--- src/hdl/psv_pkg.sv ---
package win_pkg;
   // ------------------------------------------------------------
   // register map
   // ------------------------------------------------------------
   localparam logic [3:0] ADDR_PAGE      = 4'h0;   // window page select
   localparam logic [3:0] ADDR_CORE_CTRL = 4'h1;   // cpu core control
   localparam logic [3:0] ADDR_STATUS    = 4'h2;   // block status
   localparam int         CTRL_EN_BIT    = 2;      // window enable bit position
   localparam logic [7:0] PAGE_RESET     = 8'h00;
   localparam logic       EN_RESET       = 1'b0;

   // ------------------------------------------------------------
   // address layout
   // ------------------------------------------------------------
   localparam int DADDR_W   = 16;                  // data address width
   localparam int OFFS_W    = 15;                  // low data address bits used
   localparam int PAGE_W    = 8;                   // page register width
   localparam int PADDR_W   = PAGE_W + OFFS_W;     // program address width
   localparam int PWORD_W   = 24;                  // program word width
   localparam int DATA_W    = 16;                  // data word width

   // ------------------------------------------------------------
   // extra cycle counts
   // ------------------------------------------------------------
   localparam logic [1:0] XTRA_NONE  = 2'h0;
   localparam logic [1:0] XTRA_MOVE  = 2'h1;       // move outside loop
   localparam logic [1:0] XTRA_OTHER = 2'h2;       // other instr, or loop edge

   // ------------------------------------------------------------
   // access sequencer states
   // ------------------------------------------------------------
   typedef enum logic [3:0] {
      ST_IDLE  = 4'b0001,
      ST_FETCH = 4'b0010,
      ST_WAIT  = 4'b0100,
      ST_DONE  = 4'b1000
   } seq_state_t;
endpackage

--- src/hdl/program_space_data_window.sv ---
`timescale 1ns/1ps
// Overview of operation
// - upper data half maps onto program page
// - map when address msb and enable set
// - eight-bit page selects one of 256
// - program address is page then offset
// - low 15 address bits pass straight through
// - mapped read costs two program fetches
// - return only low 16 word bits
// - table operations suspend the window
// - move outside loop costs one cycle
// - other instructions outside loop cost two
// - loop edges and interrupts cost two
// - other loop iterations cost nothing extra
module program_space_data_window (
   input  wire logic                         sys_clk,       // system clock
   input  wire logic                         srst,          // sync reset, high
   input  wire logic [3:0]                   reg_addr,      // register address
   input  wire logic [15:0]                  reg_wdata,     // register write data
   input  wire logic                         reg_wr,        // register write strobe
   input  wire logic                         reg_rd,        // register read strobe
   output logic      [15:0]                  reg_rdata,     // read data, next cycle
   input  wire logic                         cpu_rd,        // data read request pulse
   input  wire logic [win_pkg::DADDR_W-1:0]  cpu_addr,      // effective data address
   input  wire logic                         cpu_move,      // transfer instr
   input  wire logic                         cpu_in_loop,   // inside repeat loop
   input  wire logic                         cpu_loop_first,// first iteration
   input  wire logic                         cpu_loop_last, // last iteration
   input  wire logic                         cpu_irq_out,   // leaving for interrupt
   input  wire logic                         cpu_irq_back,  // back from interrupt
   input  wire logic                         table_busy,    // table read/write active
   output logic                              cpu_valid,     // read data valid pulse
   output logic      [win_pkg::DATA_W-1:0]   cpu_rdata,     // read data
   output logic      [1:0]                   cpu_extra,     // extra cycles of access
   output logic                              cpu_busy,      // windowed access in progress
   output logic                              pm_rd,         // program memory read
   output logic      [win_pkg::PADDR_W-1:0]  pm_addr,       // program memory address
   input  wire logic [win_pkg::PWORD_W-1:0]  pm_rdata,      // program word, next cycle
   output logic                              dm_rd,         // data memory read
   output logic      [win_pkg::DADDR_W-1:0]  dm_addr,       // data memory address
   input  wire logic [win_pkg::DATA_W-1:0]   dm_rdata       // data word, next cycle
);
   import win_pkg::*;

   // ------------------------------------------------------------
   // state and helper signals
   // ------------------------------------------------------------
   logic [PAGE_W-1:0]  page_r;         // window page select
   logic               en_r;           // program window enable
   logic               hit_page;       // address selects page register
   logic               hit_ctrl;       // address selects core control
   logic               hit_status;     // address selects status
   logic               seq_idle;       // sequencer free for a request
   logic               seq_fetch;      // sequencer issues second fetch
   logic               seq_done;       // sequencer releases the core
   logic               take;           // request accepted this cycle
   logic               addr_upper;     // address in upper data half
   logic               mapped;         // current request goes to the window
   logic               win_take;       // accepted request, windowed
   logic               plain_take;     // accepted request, data memory
   logic [1:0]         extra_nxt;      // cost of current request
   logic [OFFS_W-1:0]  win_offs;       // offset inside the page
   logic [PADDR_W-1:0] pm_addr_nxt;    // program address of current request
   logic               fetch2_r;       // program word stands this cycle
   logic               dm_pend_r;      // data memory answer due
   logic [7:0]         win_cnt_r;      // windowed access count
   logic [15:0]        page_word;      // page register as read back
   logic [15:0]        ctrl_word;      // core control as read back
   logic [15:0]        status_word;    // status as read back
   seq_state_t         state_r;        // access sequencer state
   seq_state_t         state_nxt;      // next sequencer state

   // ------------------------------------------------------------
   // register address decode
   // ------------------------------------------------------------
   // one hit per implemented register
   always_comb begin
      hit_page   = 1'b0;
      hit_ctrl   = 1'b0;
      hit_status = 1'b0;
      if (reg_addr == ADDR_PAGE) begin
         hit_page = 1'b1;
      end else if (reg_addr == ADDR_CORE_CTRL) begin
         hit_ctrl = 1'b1;
      end else if (reg_addr == ADDR_STATUS) begin
         hit_status = 1'b1;
      end
   end

   // ------------------------------------------------------------
   // register writes
   // ------------------------------------------------------------
   // page register, takes the low byte
   always_ff @(posedge sys_clk) begin
      if (srst) begin
         page_r <= PAGE_RESET;
      end else if (reg_wr && hit_page) begin
         page_r <= reg_wdata[PAGE_W-1:0];
      end
   end

   // window enable bit in core control
   always_ff @(posedge sys_clk) begin
      if (srst) begin
         en_r <= EN_RESET;
      end else if (reg_wr && hit_ctrl) begin
         en_r <= reg_wdata[CTRL_EN_BIT];
      end
   end

   // ------------------------------------------------------------
   // register read back
   // ------------------------------------------------------------
   // page image, upper byte reads zero
   assign page_word = {8'h00, page_r};

   // core control image, only the enable bit exists
   always_comb begin
      // all other bits read as zero
      ctrl_word              = 16'h0000;
      ctrl_word[CTRL_EN_BIT] = en_r;
   end

   // status image: count, table activity, busy, enable
   assign status_word = {win_cnt_r, 5'h00, table_busy, cpu_busy, en_r};

   // read data stand one cycle after the strobe, zero otherwise
   always_ff @(posedge sys_clk) begin
      if (srst) begin
         reg_rdata <= 16'h0000;
      end else if (!reg_rd) begin
         reg_rdata <= 16'h0000;
      end else if (hit_page) begin
         reg_rdata <= page_word;
      end else if (hit_ctrl) begin
         reg_rdata <= ctrl_word;
      end else if (hit_status) begin
         reg_rdata <= status_word;
      end else begin
         // unused addresses read as zero
         reg_rdata <= 16'h0000;
      end
   end

   // ------------------------------------------------------------
   // request decode
   // ------------------------------------------------------------
   // sequencer state flags
   assign seq_idle  = (state_r == ST_IDLE);
   assign seq_fetch = (state_r == ST_FETCH);
   assign seq_done  = (state_r == ST_DONE);

   // requests are only taken while the sequencer is idle
   assign take = cpu_rd && seq_idle;

   assign addr_upper = cpu_addr[DADDR_W-1];

   assign mapped = addr_upper && en_r && !table_busy;

   assign win_take   = take && mapped;
   assign plain_take = take && !mapped;

   assign win_offs = cpu_addr[OFFS_W-1:0];

   assign pm_addr_nxt = {page_r, win_offs};

   // cost of the access from the instruction context
   window_cost u_cost (
      .mapped        (mapped),
      .is_move       (cpu_move),
      .in_loop       (cpu_in_loop),
      .loop_first    (cpu_loop_first),
      .loop_last     (cpu_loop_last),
      .loop_irq_out  (cpu_irq_out),
      .loop_irq_back (cpu_irq_back),
      .extra         (extra_nxt)
   );

   // ------------------------------------------------------------
   // access sequencer
   // ------------------------------------------------------------
   // windowed read: first fetch, second fetch, answer, release
   always_comb begin
      state_nxt = state_r;
      case (state_r)
         ST_IDLE: begin
            if (win_take) begin
               state_nxt = ST_FETCH;
            end
         end
         ST_FETCH: begin
            state_nxt = ST_WAIT;
         end
         ST_WAIT: begin
            // word stands on the bus now
            state_nxt = ST_DONE;
         end
         ST_DONE: begin
            state_nxt = ST_IDLE;
         end
         default: begin
            // stray codes fall back to idle
            state_nxt = ST_IDLE;
         end
      endcase
   end

   // sequencer state register
   always_ff @(posedge sys_clk) begin
      if (srst) begin
         state_r <= ST_IDLE;
      end else begin
         state_r <= state_nxt;
      end
   end

   always_ff @(posedge sys_clk) begin
      if (srst) begin
         pm_rd <= 1'b0;
      end else begin
         pm_rd <= win_take || seq_fetch;
      end
   end

   // program address held for both fetches
   always_ff @(posedge sys_clk) begin
      if (srst) begin
         pm_addr <= '0;
      end else if (win_take) begin
         pm_addr <= pm_addr_nxt;
      end
   end

   // marks the cycle in which the word stands
   always_ff @(posedge sys_clk) begin
      if (srst) begin
         fetch2_r <= 1'b0;
      end else begin
         fetch2_r <= seq_fetch;
      end
   end

   // cost stands from acceptance to the next request
   always_ff @(posedge sys_clk) begin
      if (srst) begin
         cpu_extra <= XTRA_NONE;
      end else if (win_take) begin
         cpu_extra <= extra_nxt;
      end else if (plain_take) begin
         cpu_extra <= XTRA_NONE;
      end
   end

   // busy covers the whole windowed access
   always_ff @(posedge sys_clk) begin
      if (srst) begin
         cpu_busy <= 1'b0;
      end else if (win_take) begin
         cpu_busy <= 1'b1;
      end else if (seq_done) begin
         cpu_busy <= 1'b0;
      end
   end

   // ------------------------------------------------------------
   // data memory path
   // ------------------------------------------------------------
   // one strobe per plain request
   always_ff @(posedge sys_clk) begin
      if (srst) begin
         dm_rd <= 1'b0;
      end else begin
         dm_rd <= plain_take;
      end
   end

   // address captured with the strobe
   always_ff @(posedge sys_clk) begin
      if (srst) begin
         dm_addr <= '0;
      end else if (plain_take) begin
         dm_addr <= cpu_addr;
      end
   end

   // memory answers the cycle after its strobe
   always_ff @(posedge sys_clk) begin
      if (srst) begin
         dm_pend_r <= 1'b0;
      end else begin
         dm_pend_r <= dm_rd;
      end
   end

   // ------------------------------------------------------------
   // answer back to the core
   // ------------------------------------------------------------
   // one valid pulse per request
   always_ff @(posedge sys_clk) begin
      if (srst) begin
         cpu_valid <= 1'b0;
      end else begin
         cpu_valid <= fetch2_r || dm_pend_r;
      end
   end

   // read data held until the next answer
   always_ff @(posedge sys_clk) begin
      if (srst) begin
         cpu_rdata <= '0;
      end else if (fetch2_r) begin
         cpu_rdata <= pm_rdata[DATA_W-1:0];
      end else if (dm_pend_r) begin
         cpu_rdata <= dm_rdata;
      end
   end

   // ------------------------------------------------------------
   // status counter
   // ------------------------------------------------------------
   // counts finished windowed reads, wraps
   always_ff @(posedge sys_clk) begin
      if (srst) begin
         win_cnt_r <= 8'h00;
      end else if (seq_done) begin
         win_cnt_r <= win_cnt_r + 8'h01;
      end
   end
endmodule

--- src/hdl/psv_cost.sv ---
`timescale 1ns/1ps
// works out the extra cycles one windowed access costs
module window_cost (
   input  wire logic       mapped,        // access goes through the window
   input  wire logic       is_move,       // single or double transfer instr
   input  wire logic       in_loop,       // inside a hardware repeat loop
   input  wire logic       loop_first,    // first iteration
   input  wire logic       loop_last,     // last iteration
   input  wire logic       loop_irq_out,  // iteration cut short by interrupt
   input  wire logic       loop_irq_back, // first iteration after return
   output logic      [1:0] extra          // extra cycles to add
);
   import win_pkg::*;

   // cost selection by context
   always_comb begin
      extra = XTRA_NONE;
      if (mapped) begin
         if (in_loop) begin
            if (loop_first || loop_last || loop_irq_out || loop_irq_back) begin
               extra = XTRA_OTHER;
            end else begin
               extra = XTRA_NONE;
            end
         end else if (is_move) begin
            extra = XTRA_MOVE;
         end else begin
            extra = XTRA_OTHER;
         end
      end
   end
endmodule

--- config.mk ---
export PLATFORM = sky130hd
export DESIGN_NAME = program_space_data_window
export DESIGN_NICKNAME = d
export VERILOG_FILES = /design/src/hdl/psv_pkg.sv /design/src/hdl/program_space_data_window.sv /design/src/hdl/psv_cost.sv
export SDC_FILE = /design/constraint.sdc
export NUM_CORES = 1
export LEC_CHECK = 0
export BUFFER_PORTS_ARGS = -buffer_cell sky130_fd_sc_hd__buf_4
export CAP_MARGIN = 20
export CELL_PAD_IN_SITES_DETAIL_PLACEMENT = 1
export CELL_PAD_IN_SITES_GLOBAL_PLACEMENT = 1
export CORE_MARGIN = 10
export CORE_UTILIZATION = 32
export CTS_CLUSTER_SIZE = 8
export DETAILED_ROUTE_END_ITERATION = 12
export GPL_TIMING_DRIVEN = 0
export PLACE_DENSITY = 0.81
export SYNTH_ARGS = -nofsm -noshare
export SYNTH_HDL_FRONTEND = slang
export SYNTH_SLANG_ARGS = --single-unit
export TNS_END_PERCENT = 50
--- constraint.sdc ---
create_clock -name sys_clk -period 1.6 [get_ports sys_clk]
set_input_delay 0.24 -clock sys_clk [delete_from_list [all_inputs] [get_ports sys_clk]]
set_output_delay 0.24 -clock sys_clk [all_outputs]
set_load 0.02 [all_outputs]
==> reports/qor.csv, run 1 <==
stage,metric,value,unit
route,dr.pass1.iters,6,
final_layout,syn_to_final_growth,42.6,%
clocking,cts_sinks,100,
synthesis,post_synth_num_cell_types,42,
synthesis,synth_top_area_share,49.4,%
synthesis,synth-seq-cells,100,
worst_setup_path,cp.required,1.83,ns
run_status,outcome,"complete, but fails checks",
final_layout,drive_above_1_share,39.0,%
worst_setup_path,path_max_fanout,6,
final_layout,final_util,46.2,%
final_layout,n_antenna_cell,0,
run_status,violations,setup timing,
final_layout,layout.nets,634,
route,vias,3397,
synthesis,seq_area_frac_synth,49.4,%
synthesis,synth_area_leaders,"dfxtp_1, mux2i_1, nand2b_1",
timing,finalMaxSlewViolations,0,
worst_setup_path,crit_buf_inv,1,
clocking,h-tree-depth,3,
floorplan,rows,41,
worst_setup_path,crit_family,simple AND/OR/NAND/NOR gates,
global_routing,grt_pass1_wl,20200,um
route,antenna_left,0,
clocking,cts_made_buffers,9,
flow_run,max-cap-violations,0,
power,power_leakage,2.51,nW
placed_design,globalplace.congestion,0.767,
final_layout,regArea,2010,sq um
synthesis,synth_area_leader_cell,dfxtp_1,
timing,hold_viol,0,
timing,fin_skew,0.00619,ns
route,wire_per_inst,17.8,um
clocking,cts_root_buffer,clkbuf_16,
synthesis,netlist_area,4050,sq um
timing,worst_slack,-0.0922,ns
synthesis,synth.net_count,474,
timing,fin_crit_sh,106,%
worst_setup_path,max_stage_delay,0.60,ns
floorplan,die_height,133,um
timing,fmax,591,MHz
timing,rsz0062_at_grt,yes,
synthesis,synthArstFlopShare,0,%
final_layout,fillers,1442,
synthesis,syn_area_per_cell,10.5,sq um
synthesis,syn_inst,385,
placed_design,place_ws,-0.632,ns
floorplan,io_pins,165,
placed_design,dpl.hpwl,9830,um
worst_setup_path,crit_arrival,1.92,ns
synthesis,ys.flop_type,dfxtp_1,
timing,whs,0.137,ns
power,total_power,0.00504,W
route,wl,12800,um
timing,relSlewSlack,59.7,%
floorplan,start_util,32.4,%
synthesis,ys_warn_count,0,
worst_setup_path,path_class,flop to flop,
clocking,cts_buffer_depth,2,
final_layout,design_area,5780,sq um
global_routing,grt-ovfl-total,0,
placed_design,placed_area,5370,sq um
route,via_per_inst,4.71,
global_routing,grt_use_total,14.2,%
floorplan,core_area,12500,sq um
global_routing,grt_max_degree,20,
route,drtIter0Drc,98,
power,ir_worst_vdd,0.413,mV
worst_setup_path,worstSetupEndpointType,flop,
timing,tightest_slew,0.599,ns
placed_design,io_buffers,146,
global_routing,grt_antenna_before_repair,0,
floorplan,die_w,133,um
final_layout,multi_input_area,1980,sq um
worst_setup_path,startpoint_type,flop,
power,powerDensity,873,nW/um^2
clocking,cts_tree,done,
worst_hold_path,min_path_type,input pin to flop,
route,drc_errors,0,
global_routing,grt_pass1_vias,3770,
timing,final-setup-viol-count,7,
clocking,clkLatencyLatePin,0.34,ns
worst_setup_path,path_cells,"or4b_4, buf_8, nor4_4, mux2_4",
clocking,clk_pin_slew,0.07,ns
timing,min_period,1.69,ns
worst_setup_path,cp_slowest_cell,or4b_4,
floorplan,dieArea,17600,sq um
synthesis,synth-edff-count,0,
cell usage in the layout, fill, tap and decap left out, types with 2 or more instances in the layout:
cell	count
nor4_4	2
nor2_1	22
buf_4	154
a21oi_2	3
buf_2	2
mux2_2	16
nor2b_1	3
dfxtp_1	95
nand4b_1	7
nand2b_1	65
and3b_1	2
nor4_1	3
nor3_1	2
a22o_1	2
o21ai_0	9
clkinv_2	4
nand3_1	3
nor3_4	2
buf_6	2
a21oi_1	7
or4_1	3
clkbuf_1	11
o31ai_1	5
and4bb_2	3
dfxtp_2	4
nand2_1	5
clkbuf_16	10
and2_1	13
inv_1	6
nand4_1	3
mux2i_1	57
power by group:
group	leakage, nW	internal, W	switching, W	total [W]
combinational	1.56	0.000260	0.000227	0.000487
sequential	0.812	0.00253	0.0000273	0.00256
clock	0.138	0.00108	0.000916	0.00200
synth_stat cells, drive strengths merged (3+ instances only):
cell type,instances
a21oi,10
and2,14
and4bb,3
buf,9
clkbuf,15
dfxtp,100
inv,6
mux2,17
mux2i,57
nand2,5
nand2b,65
nand3,4
nand4,3
nand4b,7
nor2,22
nor2b,3
nor3,4
nor4,5
o21ai,9
o31ai,5
or4,4
cell families after synthesis:
group	after synthesis	share of synthesized area, %
and+or+nand+nor	149	23.4
DFF	100	49.4
muxes	74	18.8
buffers and inverters	30	3.30
AOI/OAI and AO/OA	29	4.35
xor gates and xnor gates	2	0.432
adders and majority gates	1	0.309
registers in the layout, indices dropped and copies added, names as in the netlist:
| signal | flops |
|---|---|
| cpu_busy | 1 |
| cpu_extra | 2 |
| cpu_rdata | 16 |
| cpu_valid | 1 |
| dm_addr | 16 |
| dm_pend_r | 1 |
| dm_rd | 1 |
| en_r | 1 |
| fetch2_r | 1 |
| page_r | 8 |
| pm_addr | 23 |
| pm_rd | 1 |
| reg_rdata | 16 |
| state_r | 4 |
| win_cnt_r | 8 |
worst reg2reg max path, cell delays in order (launching register included):
cell     delay [ns]
dfxtp_4        0.36
or4b_4         0.60
buf_8          0.17
nor4_4         0.14
mux2_4         0.32
per-stage QoR:
| step | setup TNS (ns) | cells |
|---|---|---|
| after floorplan | -0.000705 | 385 |
| after global placement | -22.28 | 703 |
| after detailed placement | -26.87 | 703 |
| after CTS | -0.381 | 715 |
| after global routing | -1.66 | 721 |
| final | -0.287 | 721 |
final cells by class:
class / instances / area share [%]
tap: 172 / 3.72
multi-input combinational: 255 / 34.3
clock buffer: 10 / 4.14
sequential: 100 / 34.8
clock inverter: 5 / 0.498
inverter: 6 / 0.390
buffer: 20 / 1.88
timing repair buffer: 153 / 20.2
layer usage:
layer | part of all wire (%) | GRT usage, % | vias up
met5 | 0 | 0 | -
li1 | - | - | 1646
met3 | 10 | 6.70 | 15
met2 | 48 | 23.9 | 116
met4 | 1.7 | 5.38 | 0
met1 | 40 | 15.3 | 1620
worst paths after layout:
kind,startpoint,cells after the start,to,slack [ns]
worst max-delay path,state_r[1],4,win_cnt_r[7],-0.09
worst min-delay path,pm_rdata[2],3,cpu_rdata[2],0.14
worst max register to register,state_r[1],4,win_cnt_r[7],-0.09
worst min register to register,page_r[2],2,reg_rdata[2],0.45
what timing repair did:
item | 4_1_cts | 5_1_grt
setup buffers | 0 | 6
setup endpoints to repair | 57 | 50
hold buffers | 0 | 0
gates cloned | 0 | 1
gates resized for setup | 12 | 11
pin swaps | 2 | 4
Note: power is estimated with default switching activity, not from simulation.
==> run 2: changes to the inputs <==
--- a/config.mk
+++ b/config.mk
@@ -14,8 +14,9 @@
 export CTS_CLUSTER_SIZE = 8
 export DETAILED_ROUTE_END_ITERATION = 12
 export GPL_TIMING_DRIVEN = 0
-export PLACE_DENSITY = 0.81
+export PLACE_DENSITY = 0.79
 export SYNTH_ARGS = -nofsm -noshare
 export SYNTH_HDL_FRONTEND = slang
+export SYNTH_HIERARCHICAL = 1
 export SYNTH_SLANG_ARGS = --single-unit
 export TNS_END_PERCENT = 50
==> constraint.sdc (replaced) <==
create_clock -name sys_clk -period 1.8 [get_ports sys_clk]
set_input_delay 0.27 -clock sys_clk [delete_from_list [all_inputs] [get_ports sys_clk]]
set_output_delay 0.27 -clock sys_clk [all_outputs]
set_load 0.02 [all_outputs]
==> reports/qor.csv, run 2 <==
stage,metric,value,unit,change
run_status,outcome,completed,,"was complete, but fails checks"
synthesis,ys.flop_type,dfxtp_1,,unchanged
final_layout,fillers,1412,,"was 1,442"
worst_setup_path,path_max_fanout,7,,was 6
power,seq_power_share,49.3,%,was 50.8%
final_layout,n_antenna_cell,0,,unchanged
route,via_per_inst,5.10,,was 4.71
floorplan,rows,40,,was 41
synthesis,yosysMostFrequentCell,dfxtp_1,,unchanged
timing,tightest_slew,0.595,ns,was 0.599 ns
timing,fin_skew,0.00859,ns,was 0.00619 ns
worst_setup_path,crit_family,simple AND/OR/NAND/NOR gates,,unchanged
synthesis,synth-seq-cells,100,,unchanged
timing,worst_slack,0.0816,ns,was -0.0922 ns
clocking,hold_buffers,0,,unchanged
floorplan,dieArea,17500,sq um,"was 17,600 sq um"
synthesis,syn_area_per_cell,9.96,sq um,was 10.5 sq um
worst_setup_path,crit_arrival,1.98,ns,was 1.92 ns
route,vias,3757,,"was 3,397"
worst_hold_path,hold_depth,3,,unchanged
clocking,cts_tree,done,,unchanged
synthesis,synth-edff-count,0,,unchanged
route,drc_errors,0,,unchanged
final_layout,largest_register_ffs,23,,unchanged
clocking,h-tree-depth,3,,unchanged
power,power_leakage,2.35,nW,was 2.51 nW
final_layout,final_common_cell,buf_4,,unchanged
timing,final-setup-viol-count,0,,was 7
placed_design,dp.cells,721,,was 703
power,p_clk_share,41.2,%,was 39.6%
worst_setup_path,cp_slowest_cell,or4b_4,,unchanged
final_layout,top_register,pm_addr,,unchanged
final_layout,final_cell_mix,"buf_4, dfxtp_1, nor4_1, a31o_2",,"was buf_4, dfxtp_1, nand2b_1, mux2i_1, nor2_1"
floorplan,start_util,33.2,%,was 32.4%
worst_setup_path,path_cells,"or4b_4, or4_1, a21oi_1",,"was or4b_4, buf_8, nor4_4, mux2_4"
clocking,cts_sinks,100,,unchanged
timing,min_period,1.72,ns,was 1.69 ns
synthesis,synth_area_leader_cell,dfxtp_1,,unchanged
power,powerDensity,815,nW/um^2,was 873 nW/um^2
final_layout,regArea,2000,sq um,was 2010 sq um
timing,relSlewSlack,60.3,%,was 59.7%
synthesis,seq_area_frac_synth,49.6,%,was 49.4%
placed_design,dpl.hpwl,10700,um,was 9830 um
final_layout,drive_above_1_share,42.7,%,was 39.0%
power,total_power,0.00462,W,was 0.00504 W
route,antenna_left,0,,unchanged
placed_design,globalplace.congestion,0.811,,was 0.767
route,wl,13500,um,"was 12,800 um"
synthesis,synth_top_area_share,49.6,%,was 49.4%
power,share_comb_of_total_power,9.6,%,was 9.7%
global_routing,grt_antenna_before_repair,0,,unchanged
placed_design,io_buffers,148,,was 146
final_layout,layout.nets,653,,was 634
synthesis,synth_top_cells_by_count,"dfxtp_1, nor4_1, a31o_2",,"was dfxtp_1, nand2b_1, mux2i_1"
route,dr.pass1.iters,4,,was 6
timing,rsz0062_at_grt,no,,was yes
placed_design,place_ws,-0.318,ns,was -0.632 ns
route,drtIter0Drc,147,,was 98
floorplan,die_height,132,um,was 133 um
worst_setup_path,cp.depth,3,,was 4
clocking,cts_made_buffers,9,,unchanged
synthesis,syn_inst,405,,was 385
timing,fmax,582,MHz,was 591 MHz
worst_setup_path,reg2reg_depth,3,,was 4
worst_setup_path,critPathLaunch,state_r[0],,was state_r[1]
synthesis,synthArstFlopShare,0,%,unchanged
timing,finalMaxSlewViolations,0,,unchanged
worst_setup_path,crit_buf_inv,0,,was 1
power,swShare,23.0,%,was 23.2%
floorplan,die_w,132,um,was 133 um
clocking,clkLatencyLatePin,0.34,ns,about the same
worst_setup_path,startpoint_type,flop,,unchanged
clocking,cts_buffer_depth,2,,unchanged
final_layout,layout.cells.non_filler,737,,was 721
timing,hold_viol,0,,unchanged
floorplan,core_area,12200,sq um,"was 12,500 sq um"
floorplan,io_pins,165,,unchanged
worst_hold_path,min_path_type,input pin to flop,,unchanged
synthesis,ys_warn_count,6,,was 0
worst_setup_path,path_class,flop to flop,,unchanged
clocking,cts_root_buffer,clkbuf_16,,unchanged
worst_hold_path,holdCritStartpoint,pm_rdata[10],,was pm_rdata[2]
global_routing,grt-ovfl-total,0,,unchanged
timing,fin_crit_sh,95.5,%,was 106%
synthesis,synth.net_count,494,,was 474
final_layout,multi_input_area,1860,sq um,was 1980 sq um
global_routing,grt_use_total,14.9,%,was 14.2%
worst_setup_path,worst_r2r_startpoint,state_r[0],,was state_r[1]
worst_setup_path,cp.required,2.06,ns,was 1.83 ns
power,internal-power,0.00356,W,was 0.00387 W
flow_run,max-cap-violations,0,,unchanged
synthesis,post_synth_num_cell_types,42,,unchanged
global_routing,grt_pass1_vias,4106,,"was 3,770"
timing,setup_tns,0,ns,was -0.287 ns
synthesis,netlist_area,4030,sq um,was 4050 sq um
route,wire_per_inst,18.4,um,was 17.8 um
synthesis,synth_area_leaders,"dfxtp_1, a31o_2, nor4_1",,"was dfxtp_1, mux2i_1, nand2b_1"
power,ir_worst_vdd,0.379,mV,was 0.413 mV
power,p_switching,0.00107,W,was 0.00117 W
global_routing,grt_max_degree,17,,was 20
worst_setup_path,max_stage_delay,0.60,ns,about the same
clocking,clk_pin_slew,0.07,ns,about the same
worst_setup_path,worstSetupEndpointType,flop,,unchanged
final_layout,syn_to_final_growth,40.7,%,was 42.6%
global_routing,grt_pass1_wl,21700,um,"was 20,200 um"
run 2: cell types whose count changed after synthesis, moves of 5 or more:
cell      previous run  this run
nand2b_1            65        24
mux2i_1             57        18
nor4_1               3        40
buf_2                5        10
o21ai_0              9        14
nand3_1              4        11
a21oi_1             10        19
clkbuf_1            15        25
a31o_2               0        37
run 2: routing by layer:
metal	global-route usage (%)	share of wire, %	vias to the layer above
li1	-	-	1809
met4	4.10	0.94	0
met3	4.65	6.3	10
met1	17.8	45	1819
met2	25.1	48	119
met5	0	0	-
run 2: power groups by stage:
stage / logic [W] / registers [W] / clock network (W)
final: 0.000443 / 0.00228 / 0.00190
after detailed placement: 0.000447 / 0.00233 / 0
after CTS: 0.000448 / 0.00228 / 0.00196
after global placement: 0.000435 / 0.00232 / 0
after floorplan: 0.000162 / 0.00236 / 0
after global routing: 0.000481 / 0.00228 / 0.00205
run 2: logic make-up after synthesis:
family                   Yosys count  synth area share [%]
flip-flops                       100                  49.6
AND/OR/NAND/NOR                  146                  22.4
multiplexers                      34                  8.94
AO/OA/AOI/OAI                     80                  14.1
XOR/XNOR                           2                 0.434
adder cells (fa/ha/maj)            1                 0.310
buffers and inverters             42                  4.25
run 2: final cells by class:
class | instances | area share (%)
Timing Repair Buffer | 151 | 20.0
Sequential cell | 100 | 35.3
Tap cell | 168 | 3.71
Clock inverter | 4 | 0.860
Multi-Input combinational cell | 263 | 32.9
Inverter | 5 | 0.331
Clock buffer | 12 | 4.17
Buffer | 34 | 2.78
run 2: path summary, 6_finish.rpt:
kind / slack [ns] / to
min reg2reg: 0.46 / dm_addr[15]
min: 0.18 / cpu_rdata[10]
max: 0.08 / win_cnt_r[5]
max reg2reg: 0.08 / win_cnt_r[5]
run 2: stage by stage:
| stage | instance area (sq um) | hold WS, ns | util (%) |
|---|---|---|---|
| 6_report | 5670 | 0.175 | 46.6 |
| 5_1_grt | 5670 | 0.174 | 46.6 |
| 4_1_cts | 5650 | 0.165 | 46.4 |
| 3_5_place_dp | 5350 | 0.458 | 44.0 |
| 3_3_place_gp | 5350 | 0.455 | 44.0 |
| 2_1_floorplan | 4030 | 0.417 | - |
run 2: worst register-to-register path, cell delays in order (launching register included):
cell,delay (ns)
dfxtp_1,0.37
or4b_4,0.60
or4_1,0.52
a21oi_1,0.16
run 2: what timing repair did:
item,4_1_cts,5_1_grt
endpoints found under the setup margin,30,45
pin swaps,1,0
setup buffers,2,0
hold endpoints to repair,0,0
gates resized for setup,1,17
